### config.mk
export PLATFORM = sky130hd
export DESIGN_NAME = sas_sequencer
export DESIGN_NICKNAME = d
export VERILOG_FILES = /design/src/common/sas_pkg.sv /design/src/common/sas_int_if.sv /design/src/core/sas_sequencer.sv /design/src/core/sas_timer.sv /design/src/core/sas_rd_capture.sv
export SDC_FILE = /design/constraint.sdc
export NUM_CORES = 1
export LEC_CHECK = 0
export ABC_AREA = 1
export ABC_CLOCK_PERIOD_IN_PS = 2300
export BUFFER_PORTS_ARGS = -buffer_cell sky130_fd_sc_hd__buf_2
export CORE_UTILIZATION = 30
export DETAILED_ROUTE_END_ITERATION = 8
export PLACE_DENSITY_LB_ADDON = 0.05
export SYNTH_ARGS = -nofsm -noshare
export SYNTH_HDL_FRONTEND = slang
export SYNTH_SLANG_ARGS = --single-unit
### constraint.sdc
create_clock -name clock -period 2.3 [get_ports clock]
set_input_delay 0.345 -clock clock [delete_from_list [all_inputs] [get_ports clock]]
set_output_delay 0.345 -clock clock [all_outputs]
set_load 0.02 [all_outputs]
### src/common/sas_pkg.sv
package sas_pkg;

  // ****************************************
  // Variants, commands and states
  // ****************************************
  typedef enum logic [1:0] {
    VAR_B1  = 2'h0,
    VAR_B4  = 2'h1,
    VAR_B4E = 2'h2
  } sas_var_t;

  typedef enum logic [3:0] {
    ST_IDLE  = 4'h0,
    ST_ROUTE = 4'h1,
    ST_CLSA  = 4'h2,
    ST_AREF  = 4'h3,
    ST_MRS   = 4'h4,
    ST_PRE1  = 4'h5,
    ST_ACT   = 4'h6,
    ST_COL   = 4'h7
  } sas_state_t;

  // Command codes as {ras_n, cas_n, we_n}
  localparam logic [2:0] CMD_NOP = 3'h7;
  localparam logic [2:0] CMD_ACT = 3'h3;
  localparam logic [2:0] CMD_RD  = 3'h5;
  localparam logic [2:0] CMD_WR  = 3'h4;
  localparam logic [2:0] CMD_MRS = 3'h0;
  localparam logic [2:0] CMD_PRE = 3'h2;
  localparam logic [2:0] CMD_REF = 3'h1;

  // ****************************************
  // Mode values, fields and timing
  // ****************************************
  localparam logic [13:0] MODE_B1  = 14'h0030;
  localparam logic [13:0] MODE_CL3 = 14'h0032;
  localparam logic [13:0] MODE_CL2 = 14'h0022;
  localparam int          A_PRE_BIT  = 10;
  localparam int          A_BANK_LSB = 12;
  localparam int          CNT_W      = 4;
  localparam int          TMR_W      = 5;
  localparam logic [2:0]  B1_CAS_LAT = 3'h3;
  localparam logic [2:0]  CL_TWO     = 3'h2;
  localparam logic [2:0]  B4_WORDS   = 3'h4;
  localparam logic [4:0]  READ_OVERLAP_CYCLES = 5'h02;
  localparam logic [3:0]  INIT_REFRESHES = 4'h8;
  localparam logic [4:0]  WR_LAST_NORMAL = 5'h03;
  localparam logic [4:0]  WR_LAST_EARLY  = 5'h02;
  localparam logic        INIT_RST = 1'b1;
endpackage

### src/common/sas_int_if.sv
`timescale 1ns/10ps
// Links the sequencer with its timer and read capture
interface sas_int_if;
  logic                         rd_issue;
  logic [2:0]                   rd_words;
  logic [2:0]                   rd_lat;
  logic                         tm_load;
  logic [sas_pkg::TMR_W-1:0]    tm_val;
  logic                         tm_done;

  modport seq (output rd_issue, rd_words, rd_lat, tm_load, tm_val,
               input  tm_done);
  modport cap (input rd_issue, rd_words, rd_lat);
  modport tmr (input tm_load, tm_val, output tm_done);
endinterface

### src/core/sas_sequencer.sv
`timescale 1ns/10ps
// SDRAM access sequencer of the external memory port
module sas_sequencer #(
  parameter sas_pkg::sas_var_t VARIANT = sas_pkg::VAR_B1,
  parameter int REGIONS = 4,
  parameter int ROW_W   = 12,
  parameter int COL_W   = 9,
  parameter int BANK_W  = 2,
  parameter int DW      = 32,
  parameter int RG_W    = (REGIONS > 1) ? $clog2(REGIONS) : 1
) (
  // Clock and reset
  input  wire logic               clock,
  input  wire logic               arst_n,
  // Access requests
  input  wire logic               req_valid,
  output logic                    req_ready,
  input  wire logic               req_write,
  input  wire logic [RG_W-1:0]    req_region,
  input  wire logic [BANK_W-1:0]  req_bank,
  input  wire logic [ROW_W-1:0]   req_row,
  input  wire logic [COL_W-1:0]   req_col,
  input  wire logic [2:0]         req_words,
  input  wire logic [3:0]         req_be_n,
  // Write and read data
  input  wire logic [DW-1:0]      wdata,
  output logic                    wdata_take,
  output logic                    rd_valid,
  output logic [DW-1:0]           rd_data,
  // Control and status
  input  wire logic [REGIONS-1:0] sdram_region_en,
  input  wire logic               cas_lat3,
  input  wire logic               init_set,
  output logic                    init_busy,
  input  wire logic               refresh_pending,
  output logic                    refresh_done,
  input  wire logic               page_expire,
  // Timing counts, each giving value plus one cycles
  input  wire logic [3:0]         close_to_open_count,
  input  wire logic [3:0]         refresh_to_any_count,
  input  wire logic [3:0]         row_to_col_count,
  input  wire logic [3:0]         hiz_after_precharge_count,
  input  wire logic [3:0]         read_to_close_count,
  input  wire logic [3:0]         write_recovery_count,
  input  wire logic [3:0]         write_to_close_count,
  input  wire logic [3:0]         write_to_read_count,
  // SDRAM pins
  output logic [REGIONS-1:0]      ext_cs_n,
  output logic                    ext_ras_n,
  output logic                    ext_cas_n,
  output logic                    ext_we_n,
  output logic [13:0]             ext_addr,
  output logic                    alt_precharge_pin,
  output logic [3:0]              byte_enable_n,
  output logic [DW-1:0]           dq_out,
  output logic                    dq_oe,
  input  wire logic [DW-1:0]      dq_in
);
  // ****************************************
  // Build checks and variant flags
  // ****************************************
  if (ROW_W > 12 || COL_W > 10 || COL_W < 3 || BANK_W > 2 ||
      REGIONS < 1 || DW < 1) begin : g_bad_param
    $error("sas_sequencer: unsupported parameter values");
  end

  localparam bit B1    = (VARIANT == sas_pkg::VAR_B1);
  localparam bit EARLY = (VARIANT == sas_pkg::VAR_B4E);

  // ****************************************
  // State
  // ****************************************
  sas_pkg::sas_state_t state_reg, state_next;
  logic                 init_reg, init_next;
  logic [3:0]           rcnt_reg, rcnt_next;
  logic                 pend_reg, pend_next;
  logic [2:0]           beat_reg, beat_next;
  logic                 a_wr_reg, a_wr_next;
  logic [RG_W-1:0]      a_rg_reg, a_rg_next;
  logic [BANK_W-1:0]    a_bk_reg, a_bk_next;
  logic [ROW_W-1:0]     a_row_reg, a_row_next;
  logic [COL_W-1:0]     a_col_reg, a_col_next;
  logic [2:0]           a_nw_reg, a_nw_next;
  logic [3:0]           a_be_reg, a_be_next;
  logic                 pg_open_reg, pg_open_next;
  logic [RG_W-1:0]      pg_rg_reg, pg_rg_next;
  logic [BANK_W-1:0]    pg_bk_reg, pg_bk_next;
  logic [ROW_W-1:0]     pg_row_reg, pg_row_next;
  logic [REGIONS-1:0]   cs_n_reg, cs_n_next;
  logic [2:0]           cmd_reg, cmd_next;
  logic [13:0]          addr_reg, addr_next;
  logic [3:0]           be_n_reg, be_n_next;
  logic [DW-1:0]        dq_reg, dq_next;
  logic                 oe_reg, oe_next;
  logic [2:0]           rdw_reg, rdw_next;
  logic                 rfd_reg, rfd_next;
  logic                 tl;
  logic [4:0]           tv;
  logic                 wb_en;
  logic [2:0]           wb_idx;

  sas_int_if it ();

  // ****************************************
  // Latency and gap figures
  // ****************************************
  logic [2:0]   cl;
  logic [4:0]   rd_sum, rd_sub, rd_hz, gap_b4r, w_rec, w_mid, gap_b4w;
  logic         hit;
  logic [REGIONS-1:0] a_sel;

  // Latency fixed at three for burst-1, else programmed
  assign cl = B1 ? sas_pkg::B1_CAS_LAT :
              (cas_lat3 ? sas_pkg::B1_CAS_LAT : sas_pkg::CL_TWO);
  // Close after read: data may run through the close
  assign rd_sum  = {2'h0, cl} + {2'h0, a_nw_reg};
  assign rd_sub  = {1'h0, hiz_after_precharge_count} + 5'h02;
  assign rd_hz   = (rd_sum > rd_sub) ? rd_sum - rd_sub : 5'h00;
  assign gap_b4r = (rd_hz > {1'h0, read_to_close_count}) ?
                   rd_hz : {1'h0, read_to_close_count};
  // Write recovery counts from the last data beat
  assign w_rec   = {1'h0, write_recovery_count} +
                   (EARLY ? sas_pkg::WR_LAST_EARLY :
                            sas_pkg::WR_LAST_NORMAL);
  assign w_mid   = (write_to_close_count > write_to_read_count) ?
                   {1'h0, write_to_close_count} :
                   {1'h0, write_to_read_count};
  assign gap_b4w = (w_rec > w_mid) ? w_rec : w_mid;
  // Open page match and chip select of the access
  assign hit   = pg_open_reg && pg_rg_reg == a_rg_reg &&
                 pg_bk_reg == a_bk_reg && pg_row_reg == a_row_reg;
  assign a_sel = {{(REGIONS-1){1'b0}}, 1'b1} << a_rg_reg;

  // ****************************************
  // Sequencer next state
  // ****************************************
  always_comb begin
    state_next = state_reg;
    init_next  = init_reg;
    rcnt_next  = rcnt_reg;
    pend_next  = pend_reg;
    beat_next  = beat_reg;
    a_wr_next  = a_wr_reg;
    a_rg_next  = a_rg_reg;
    a_bk_next  = a_bk_reg;
    a_row_next = a_row_reg;
    a_col_next = a_col_reg;
    a_nw_next  = a_nw_reg;
    a_be_next  = a_be_reg;
    pg_open_next = pg_open_reg;
    pg_rg_next   = pg_rg_reg;
    pg_bk_next   = pg_bk_reg;
    pg_row_next  = pg_row_reg;
    cs_n_next  = '1;
    cmd_next   = sas_pkg::CMD_NOP;
    addr_next  = addr_reg;
    be_n_next  = init_reg ? 4'hF : 4'h0;
    dq_next    = dq_reg;
    oe_next    = 1'b0;
    rdw_next   = rdw_reg;
    rfd_next   = 1'b0;
    req_ready  = 1'b0;
    wdata_take = 1'b0;
    tl         = 1'b0;
    tv         = 5'h00;
    wb_en      = 1'b0;
    wb_idx     = beat_reg;
    // Remaining beats of a burst-4 write stream
    if (!B1 && beat_reg != 3'h0) begin
      wb_en     = 1'b1;
      beat_next = (beat_reg == 3'h3) ? 3'h0 : beat_reg + 3'h1;
    end
    case (state_reg)
      sas_pkg::ST_IDLE: begin
        if (init_reg || refresh_pending) begin
          state_next = sas_pkg::ST_CLSA;
        end else if (pg_open_reg && page_expire) begin
          state_next = B1 ? sas_pkg::ST_CLSA : sas_pkg::ST_PRE1;
        end else if (req_valid && beat_reg == 3'h0) begin // Beats done
          req_ready  = 1'b1;
          a_wr_next  = req_write;
          a_rg_next  = req_region;
          a_bk_next  = req_bank;
          a_row_next = req_row;
          a_col_next = req_col;
          a_nw_next  = (req_words == 3'h0) ? 3'h1 : req_words;
          a_be_next  = req_be_n;
          pend_next  = 1'b1;
          state_next = sas_pkg::ST_ROUTE;
        end
      end
      sas_pkg::ST_ROUTE: begin
        if (hit) begin
          state_next = sas_pkg::ST_COL;
        end else if (!pg_open_reg) begin
          state_next = sas_pkg::ST_ACT;
        end else if (B1) begin
          state_next = sas_pkg::ST_CLSA;
        end else begin
          state_next = sas_pkg::ST_PRE1;
        end
      end
      sas_pkg::ST_CLSA: begin
        if (it.tm_done) begin
          cmd_next  = sas_pkg::CMD_PRE;
          cs_n_next = ~sdram_region_en;
          addr_next[sas_pkg::A_PRE_BIT] = 1'b1;
          pg_open_next = 1'b0;
          rcnt_next = 4'h0;
          tl = 1'b1;
          tv = {1'h0, close_to_open_count};
          if (init_reg || refresh_pending) begin
            state_next = sas_pkg::ST_AREF;
          end else if (pend_reg) begin
            state_next = sas_pkg::ST_ACT;
          end else begin
            state_next = sas_pkg::ST_IDLE;
          end
        end
      end
      sas_pkg::ST_AREF: begin
        if (it.tm_done) begin
          cmd_next  = sas_pkg::CMD_REF;
          cs_n_next = ~sdram_region_en;
          tl = 1'b1;
          tv = {1'h0, refresh_to_any_count};
          rcnt_next = rcnt_reg + 4'h1;
          if (init_reg) begin
            if (rcnt_next == sas_pkg::INIT_REFRESHES) begin
              state_next = sas_pkg::ST_MRS;
            end
          end else begin
            rfd_next   = 1'b1;
            state_next = pend_reg ? sas_pkg::ST_ACT : sas_pkg::ST_IDLE;
          end
        end
      end
      sas_pkg::ST_MRS: begin
        if (it.tm_done) begin
          cmd_next  = sas_pkg::CMD_MRS;
          cs_n_next = ~sdram_region_en;
          addr_next = B1 ? sas_pkg::MODE_B1 :
                      (cas_lat3 ? sas_pkg::MODE_CL3 :
                                  sas_pkg::MODE_CL2);
          init_next = 1'b0;
          tl = 1'b1;
          tv = {1'h0, close_to_open_count};
          state_next = sas_pkg::ST_IDLE;
        end
      end
      sas_pkg::ST_PRE1: begin
        if (it.tm_done) begin
          cmd_next  = sas_pkg::CMD_PRE;
          cs_n_next = ~({{(REGIONS-1){1'b0}}, 1'b1} << pg_rg_reg);
          addr_next[sas_pkg::A_PRE_BIT] = 1'b0;
          addr_next[sas_pkg::A_BANK_LSB +: BANK_W] = pg_bk_reg;
          pg_open_next = 1'b0;
          tl = 1'b1;
          tv = {1'h0, close_to_open_count};
          state_next = pend_reg ? sas_pkg::ST_ACT : sas_pkg::ST_IDLE;
        end
      end
      sas_pkg::ST_ACT: begin
        if (it.tm_done) begin
          cmd_next  = sas_pkg::CMD_ACT;
          cs_n_next = ~a_sel;
          addr_next = '0;
          addr_next[ROW_W-1:0] = a_row_reg;
          addr_next[sas_pkg::A_BANK_LSB +: BANK_W] = a_bk_reg;
          pg_open_next = 1'b1;
          pg_rg_next   = a_rg_reg;
          pg_bk_next   = a_bk_reg;
          pg_row_next  = a_row_reg;
          beat_next = 3'h0;
          tl = 1'b1;
          tv = {1'h0, row_to_col_count};
          state_next = sas_pkg::ST_COL;
        end
      end
      sas_pkg::ST_COL: begin
        if (it.tm_done) begin
          cs_n_next = ~a_sel;
          addr_next = '0;
          addr_next[sas_pkg::A_BANK_LSB +: BANK_W] = a_bk_reg;
          if (B1) begin
            // One command per word, write data with its column
            cmd_next = a_wr_reg ? sas_pkg::CMD_WR : sas_pkg::CMD_RD;
            addr_next[COL_W-1:0] = a_col_reg + COL_W'(beat_reg);
            wb_en    = a_wr_reg;
            rdw_next = 3'h1;
            beat_next = beat_reg + 3'h1;
            if (beat_reg == a_nw_reg - 3'h1) begin
              beat_next  = 3'h0;
              pend_next  = 1'b0;
              tl = 1'b1;
              tv = B1 ? {2'h0, sas_pkg::B1_CAS_LAT} -
                        sas_pkg::READ_OVERLAP_CYCLES : 5'h01;
              state_next = sas_pkg::ST_IDLE;
            end
          end else begin
            addr_next[COL_W-1:0] = a_col_reg;
            if (a_wr_reg && beat_reg == 3'h0) begin
              wb_en     = 1'b1;
              beat_next = 3'h1;
            end
            if (!a_wr_reg || !EARLY || beat_reg != 3'h0) begin
              cmd_next = a_wr_reg ? sas_pkg::CMD_WR : sas_pkg::CMD_RD;
              rdw_next = a_nw_reg;
              pend_next  = 1'b0;
              tl = 1'b1;
              tv = a_wr_reg ? gap_b4w : gap_b4r;
              state_next = sas_pkg::ST_IDLE;
            end else begin
              cs_n_next = '1;
            end
          end
        end
      end
      default: begin
        state_next = sas_pkg::ST_IDLE;
      end
    endcase
    // Drive one write beat, masking words beyond the request
    if (wb_en) begin
      oe_next = 1'b1;
      if (wb_idx < a_nw_reg) begin
        dq_next    = wdata;
        be_n_next  = a_be_reg;
        wdata_take = 1'b1;
      end else begin
        be_n_next = 4'hF;
      end
    end
    // A software request wins over the self-clear
    if (init_set) begin
      init_next = 1'b1;
      be_n_next = 4'hF;
    end
  end

  // Sequencer registers
  always_ff @(posedge clock or negedge arst_n) begin
    if (!arst_n) begin
      state_reg   <= sas_pkg::ST_IDLE;
      init_reg    <= sas_pkg::INIT_RST;
      rcnt_reg    <= 4'h0;
      pend_reg    <= 1'b0;
      beat_reg    <= 3'h0;
      a_wr_reg    <= 1'b0;
      a_rg_reg    <= '0;
      a_bk_reg    <= '0;
      a_row_reg   <= '0;
      a_col_reg   <= '0;
      a_nw_reg    <= 3'h1;
      a_be_reg    <= 4'hF;
      pg_open_reg <= 1'b0;
      pg_rg_reg   <= '0;
      pg_bk_reg   <= '0;
      pg_row_reg  <= '0;
      cs_n_reg    <= '1;
      cmd_reg     <= sas_pkg::CMD_NOP;
      addr_reg    <= 14'h0000;
      be_n_reg    <= 4'hF;
      dq_reg      <= '0;
      oe_reg      <= 1'b0;
      rdw_reg     <= 3'h1;
      rfd_reg     <= 1'b0;
    end else begin
      state_reg   <= state_next;
      init_reg    <= init_next;
      rcnt_reg    <= rcnt_next;
      pend_reg    <= pend_next;
      beat_reg    <= beat_next;
      a_wr_reg    <= a_wr_next;
      a_rg_reg    <= a_rg_next;
      a_bk_reg    <= a_bk_next;
      a_row_reg   <= a_row_next;
      a_col_reg   <= a_col_next;
      a_nw_reg    <= a_nw_next;
      a_be_reg    <= a_be_next;
      pg_open_reg <= pg_open_next;
      pg_rg_reg   <= pg_rg_next;
      pg_bk_reg   <= pg_bk_next;
      pg_row_reg  <= pg_row_next;
      cs_n_reg    <= cs_n_next;
      cmd_reg     <= cmd_next;
      addr_reg    <= addr_next;
      be_n_reg    <= be_n_next;
      dq_reg      <= dq_next;
      oe_reg      <= oe_next;
      rdw_reg     <= rdw_next;
      rfd_reg     <= rfd_next;
    end
  end

  // ****************************************
  // Helpers and pins
  // ****************************************
  assign it.tm_load  = tl;
  assign it.tm_val   = tv;
  assign it.rd_issue = (cmd_reg == sas_pkg::CMD_RD) && (cs_n_reg != '1);
  assign it.rd_words = rdw_reg;
  assign it.rd_lat   = cl;

  sas_timer u_timer (
    .clock  (clock),
    .arst_n (arst_n),
    .t      (it)
  );

  sas_rd_capture #(.DW(DW)) u_capture (
    .clock    (clock),
    .arst_n   (arst_n),
    .c        (it),
    .dq_in    (dq_in),
    .rd_valid (rd_valid),
    .rd_data  (rd_data)
  );

  // Command pins, bit 10 leaves on its own pin
  assign ext_cs_n  = cs_n_reg;
  assign ext_ras_n = cmd_reg[2];
  assign ext_cas_n = cmd_reg[1];
  assign ext_we_n  = cmd_reg[0];
  assign ext_addr  = {addr_reg[13:11], 1'b0, addr_reg[9:0]};
  assign alt_precharge_pin = addr_reg[sas_pkg::A_PRE_BIT];
  assign byte_enable_n = be_n_reg;
  assign dq_out       = dq_reg;
  assign dq_oe        = oe_reg;
  assign init_busy    = init_reg;
  assign refresh_done = rfd_reg;
endmodule

### src/core/sas_timer.sv
`timescale 1ns/10ps
// Command spacing timer: done once the loaded count ran out
module sas_timer (
  // Clock and reset
  input wire logic clock,
  input wire logic arst_n,
  // Sequencer side
  sas_int_if.tmr   t
);
  logic [sas_pkg::TMR_W-1:0] cnt_reg;
  logic [sas_pkg::TMR_W-1:0] cnt_next;

  // Load or count down to zero
  always_comb begin
    cnt_next = cnt_reg;
    if (t.tm_load) begin
      cnt_next = t.tm_val;
    end else if (cnt_reg != '0) begin
      cnt_next = cnt_reg - 1'b1;
    end
  end

  // Count register
  always_ff @(posedge clock or negedge arst_n) begin
    if (!arst_n) begin
      cnt_reg <= '0;
    end else begin
      cnt_reg <= cnt_next;
    end
  end

  assign t.tm_done = (cnt_reg == '0);
endmodule

### src/core/sas_rd_capture.sv
`timescale 1ns/10ps
// Read data capture at CAS latency, surplus burst words dropped
module sas_rd_capture #(
  parameter int DW = 32
) (
  // Clock and reset
  input  wire logic          clock,
  input  wire logic          arst_n,
  // Sequencer side
  sas_int_if.cap             c,
  // Memory data pins and user side
  input  wire logic [DW-1:0] dq_in,
  output logic               rd_valid,
  output logic [DW-1:0]      rd_data
);
  logic [DW-1:0] s1_reg;
  logic [DW-1:0] s2_reg;
  logic [DW-1:0] dat_reg;
  logic [DW-1:0] dat_next;
  logic          val_reg;
  logic [7:0]    pend_reg;
  logic [7:0]    pend_next;
  logic [7:0]    mask;

  // Mark the cycles in which wanted words leave the synchroniser
  always_comb begin
    case (c.rd_words)
      3'h1:    mask = 8'h01;
      3'h2:    mask = 8'h03;
      3'h3:    mask = 8'h07;
      default: mask = 8'h0F;
    endcase
    pend_next = pend_reg >> 1;
    if (c.rd_issue) begin
      pend_next = pend_next | (mask << (c.rd_lat + 3'h1));
    end
    dat_next = pend_reg[0] ? s2_reg : dat_reg;
  end

  // Pin synchroniser and capture register
  always_ff @(posedge clock or negedge arst_n) begin
    if (!arst_n) begin
      s1_reg   <= '0;
      s2_reg   <= '0;
      dat_reg  <= '0;
      val_reg  <= 1'b0;
      pend_reg <= '0;
    end else begin
      s1_reg   <= dq_in;
      s2_reg   <= s1_reg;
      dat_reg  <= dat_next;
      val_reg  <= pend_reg[0];
      pend_reg <= pend_next;
    end
  end

  assign rd_valid = val_reg;
  assign rd_data  = dat_reg;
endmodule

# --- After elaboration in Yosys (flattened, before gate mapping) ---
# Cells that the tools add are included.
op_classes:
  addsub: 5
  magnitude_cmp: 1
  eq_ne: 27
  n_shift: 2
  muxes: 83
  n_bitwise: 5
  reduce_logical: 39
op_table:
  columns: ["op", "count"]
  rows:
  - ["$mux 4", 24]
  - ["$mux 14", 3]
  - ["$mux 3", 11]
  - ["$pmux 4 s8", 1]
  - ["$pmux 10 s3", 1]
  - ["$mux 1", 27]
  - ["$ne 2x2->1 const B", 10]
  - ["$eq 4x3->1 const B", 4]
  - ["$pmux 4 s4", 1]
  - ["$mux 5", 3]
  - ["$pmux 3 s5", 1]
  - ["$reduce_bool 2->1", 7]
  - ["$eq 12x12->1", 1]
  - ["$not 4->4", 3]
  - ["$pmux 4 s3", 1]
  - ["$reduce_and 6->1", 2]
  - ["$reduce_bool 5->1", 2]
  - ["$add 9x3->9", 1]
  - ["$reduce_and 3->1", 3]
  - ["$reduce_and 9->1", 1]
  - ["$eq 4x2->1 const B", 2]
  - ["$ne 4x4->1 const B", 2]
  - ["$pmux 2 s4", 1]
  - ["$pmux 4 s2", 1]
  - ["32 further kinds", 49]
totals:
  register_bits: 229
  inputBits: 140
  output_inout_bits: 96
  word_cells: 193

# --- Longest topological paths before layout ---
logic_depth:
  depth_word: 6
  ltp_mapped: 13

# --- Cells and area by module ---
# Synthesis repeated with hierarchy kept, for this count alone.
hier_totals:
  hier_cells: 956
  hier_area_um2: 9522.9
by_module_without_submodules:
  columns: ["module", "instances", "cells_per_inst", "area_each_um2"]
  rows:
  - ["sas_sequencer", 1, 715, 5771.8]
  - ["sas_rd_capture", 1, 202, 3448.3]
  - ["sas_timer", 1, 39, 302.8]

# --- Least setup slack after synthesis ---
# No wires, ideal clock.
synth_path:
  kind: "reg-to-output"
  startpoint: "reg u_timer.cnt_reg[0] (netlist bit)"
  endpoint: "out wdata_take"
  arrival_ns: 1.507
  required_ns: 1.955
  path_slack_ns: 0.448
  path_stages_with_launch: 12
  n_path_buf: 1
  path_cell_list: "dfrtp_1 -> inv_1 -> ha_1 -> inv_1 -> nor2_2 -> nand3_4 -> nor2_2 -> inv_2 -> nor2_8 -> nand2_2 -> clkinv_2 -> buf_6"
synth_via:
  elab_chain_cells: 4
synth_lines:
  columns: ["element", "line_no", "text"]
  rows:
  - ["start, declared", "sas_timer.sv:10", "logic [sas_pkg::TMR_W-1:0] cnt_reg;"]
  - ["start signal, assigned", "sas_timer.sv:28", "cnt_reg <= cnt_next;"]
  - ["$logic_not 5->1", "sas_timer.sv:32", "assign t.tm_done = (cnt_reg == '0);"]
  - ["$mux 1", "sas_sequencer.sv:281", "if (it.tm_done) begin"]
  - ["$mux 1", "sas_sequencer.sv:173", "case (state_reg)"]
  - ["$mux 1", "sas_sequencer.sv:324", "if (wb_en) begin"]
  - ["end, declared", "sas_sequencer.sv:27", "output logic wdata_take,"]
# Every way passes these cells.

# --- Worst setup path after layout ---
layout_path:
  startpoint: "reg beat_reg[2]"
  endpoint: "out wdata_take"
layout_via:
  elab_chain_cells: 3
layout_lines:
  columns: ["element", "line_no", "text"]
  rows:
  - ["start, declared", "sas_sequencer.sv:77", "logic [2:0] beat_reg, beat_next;"]
  - ["start signal, assigned", "sas_sequencer.sv:373", "beat_reg <= beat_next;"]
  - ["$lt 3x3->1", "sas_sequencer.sv:326", "if (wb_idx < a_nw_reg) begin"]
  - ["$mux 1", "sas_sequencer.sv:326", null]
  - ["$mux 1", "sas_sequencer.sv:324", null]
# Every way passes these cells.

==> flow_summary.toml <==
[floorplanning]
die_w_um = 176.5
die_h_um = 176.5
rows = 63
initial_core_util = 0.3065
io_pins = 236
die_area_um2 = 31150
core_um2 = 29800

[setup_path]
crit_path_end_kind = "output pin"
cp.arrival_ns = 1.89
reg2reg_depth = 12
regToRegEndpoint = "pg_row_reg[11]"
worstSetupStartpointType = "register"
critPathMaxFanout = 5
criticalPathCategory = "register to output pin"
rrSetupSlack_ns = 0.39
r2r-start = "u_timer.cnt_reg[0]"
worst_ep_required_time_ns = 1.96

[timing]
skew_ns = 0.006763
fin_crit_sh = 0.9729
fin_tns_setup_ns = 0
fmax_mhz = 446.9
rsz0062_at_grt = "true"
setup_violations = 0
hold_ws_ns = 0.01443
fin_crit_ns = 2.238
drv_slew = 0
hold_viol = 0

[cells_and_area]
final_cell_mix = "nand2_1 (309), buf_2 (211), dfrtp_1 (206), dlygate4sd3_1 (78), inv_1 (71)"
nNetsFinal = 1411
antenna_cells = 0
layout_commonest_cell = "nand2_1"
utilization = 0.4258
areaGrowthSynthToFinish_pct = 38.89
drive_gt1_frac = 0.3044
fin_cells = 1668

[cts]
cts_made_buffers = 27
cts_buffer_depth = 3
clock_sinks = 228
cts_tree = "yes"
clk_transition_reported_paths_ns = 0.06
clkLatencyLatePin_ns = 0.54
h-tree-depth = 1
clock-root-buffer = "clkbuf_16"

[logic_synthesis]
ys_warn_count = 0
synth-main-ff-cell = "dfrtp_1"
ys_seq_elements = 228
yosys.cell_types.count = 44
syn_area_per_cell_um2 = 9.917
async_reset_ff_frac = 1.000
syn_area_um2 = 9134
synth_fp_nets = 1074
synth_edf_count = 0
netlist_instances = 921
ys_seq_area_frac = 0.6270

[detailed_routing]
drt-total-wl_um = 23510
wire_per_inst_um = 14.09
drcViolationCount = 0
dr.pass1.iters = 4
drtAntennaViolNets = 0
avgViaCountPerCell = 4.271
drt-initial-drc-count = 306
vias = 7124

[placement]
gp_congestion = 0.7865
post-place-cells = 1516
dp_hpwl_um = 16470
portBuffers = 213

[power_and_ir_drop]
p_leak_nw = 6.359
power.total_w = 0.01086
power.density_nw_per_um2 = 856.4
peakVddDrop_v = 0.0004631

[run]
maxCapViolations = 0

[grt]
gr-total-overflow = 0
antenna_found_initial = 2
grt_pass1_vias = 6986
grt_pass1_wl_um = 37200
grt_start_max_net_pins = 69
grt_usage = 0.1505

[hold_path]
hold_depth = 3
min_to = "a_row_reg[6]"
hp-class = "input port to register"
worstHoldStart = "req_row[6]"

[outcome]
status = "completed"
-- metal layers --
| layer | part of all wire | global-route usage | up-vias |
|---|---|---|---|
| met2 | 0.46 | 0.2433 | 152 |
| met5 | 0.00085 | 0 | - |
| met3 | 0.042 | 0.02627 | 39 |
| met1 | 0.47 | 0.2065 | 3331 |
| li1 | - | - | 3598 |
| met4 | 0.024 | 0.04167 | 4 |
-- worst max-delay path, stage by stage (launching register included) --
cell,delay (ns)
dfrtp_2,0.44
ha_4,0.26
a21o_1,0.20
a31oi_4,0.20
nand2_4,0.08
clkinv_4,0.06
buf_6,0.11
-- logic make-up after synthesis --
family,after synthesis,share of synthesized area
and+or+nand+nor,422,0.1908
DFF,228,0.6270
buffers and inverters,110,0.05260
AOI/OAI and AO/OA,108,0.06438
muxes,32,0.03945
adders and majority gates,13,0.01863
xor gates and xnor gates,7,0.006712
other,1,0.0004106
-- Yosys cell counts (2+ instances only) --
master     count  share of area
nand2_1      309           0.13
dfrtp_1      211           0.58
inv_1         76          0.031
o21ai_0       61          0.033
nor2_1        55          0.023
mux2_2        32          0.039
nand3_1       28          0.015
a21oi_1       27          0.015
dfstp_2       17          0.049
ha_1          12          0.016
buf_2         10         0.0055
inv_2          6         0.0025
nor2_2         6         0.0041
nor3_1         6         0.0033
buf_6          5         0.0062
nand4_1        5         0.0034
xor2_1         5         0.0048
buf_4          4         0.0033
clkbuf_1       4         0.0016
o2111ai_1      4         0.0038
buf_1          3         0.0012
nand2_2        3         0.0021
o21ai_1        3         0.0016
a22oi_1        2         0.0016
a31oi_1        2         0.0014
clkinv_2       2         0.0011
nand3_2        2         0.0022
nand3_4        2         0.0038
nand3b_1       2         0.0016
nor2_4         2         0.0025
xnor2_1        2         0.0019
-- report_power, final --
group	switching, W	internal [W]
registers	0.000213	0.00445
clock network	0.00167	0.00258
logic	0.00108	0.000874
total	0.00296	0.00791
-- layout make-up --
| type | count | area (um^2) |
|---|---|---|
| timing repair buffer | 334 | 2248 |
| clock buffer | 42 | 832.0 |
| fill | 2981 | 17110 |
| clock inverter | 7 | 70.07 |
| tap | 390 | 488.0 |
| inverter | 84 | 322.8 |
| multi-input combinational | 583 | 2992 |
| sequential | 228 | 5733 |
-- worst max-delay path by stage --
stage,startpoint,endpoint,cells after the start
global placement,u_timer.cnt_reg[0],wdata_take,11
detailed placement,u_timer.cnt_reg[0],wdata_take,11
CTS,u_timer.cnt_reg[1],wdata_take,11
floorplan,u_timer.cnt_reg[0],wdata_take,11
finish,beat_reg[2],wdata_take,6
global route,u_timer.cnt_reg[0],wdata_take,11
-- through the flow --
stage               area, um^2  setup WS [ns]
global placement         10730         0.2606
floorplan                 9134         0.4480
global route             12690       -0.03758
CTS                      12560       -0.05332
finish                   12690        0.06238
detailed placement       10730         0.2337
-- what timing repair did --
item                                    in CTS  in global routing
hold buffers                                78                  0
endpoints found under the setup margin       2                  2
setup buffers                                9                 16
resized for setup                           20                  5
cloned                                       0                  0
pin swaps                                    5                  4
hold endpoints to repair                   130                  0
(Power assumes the default switching activity.)
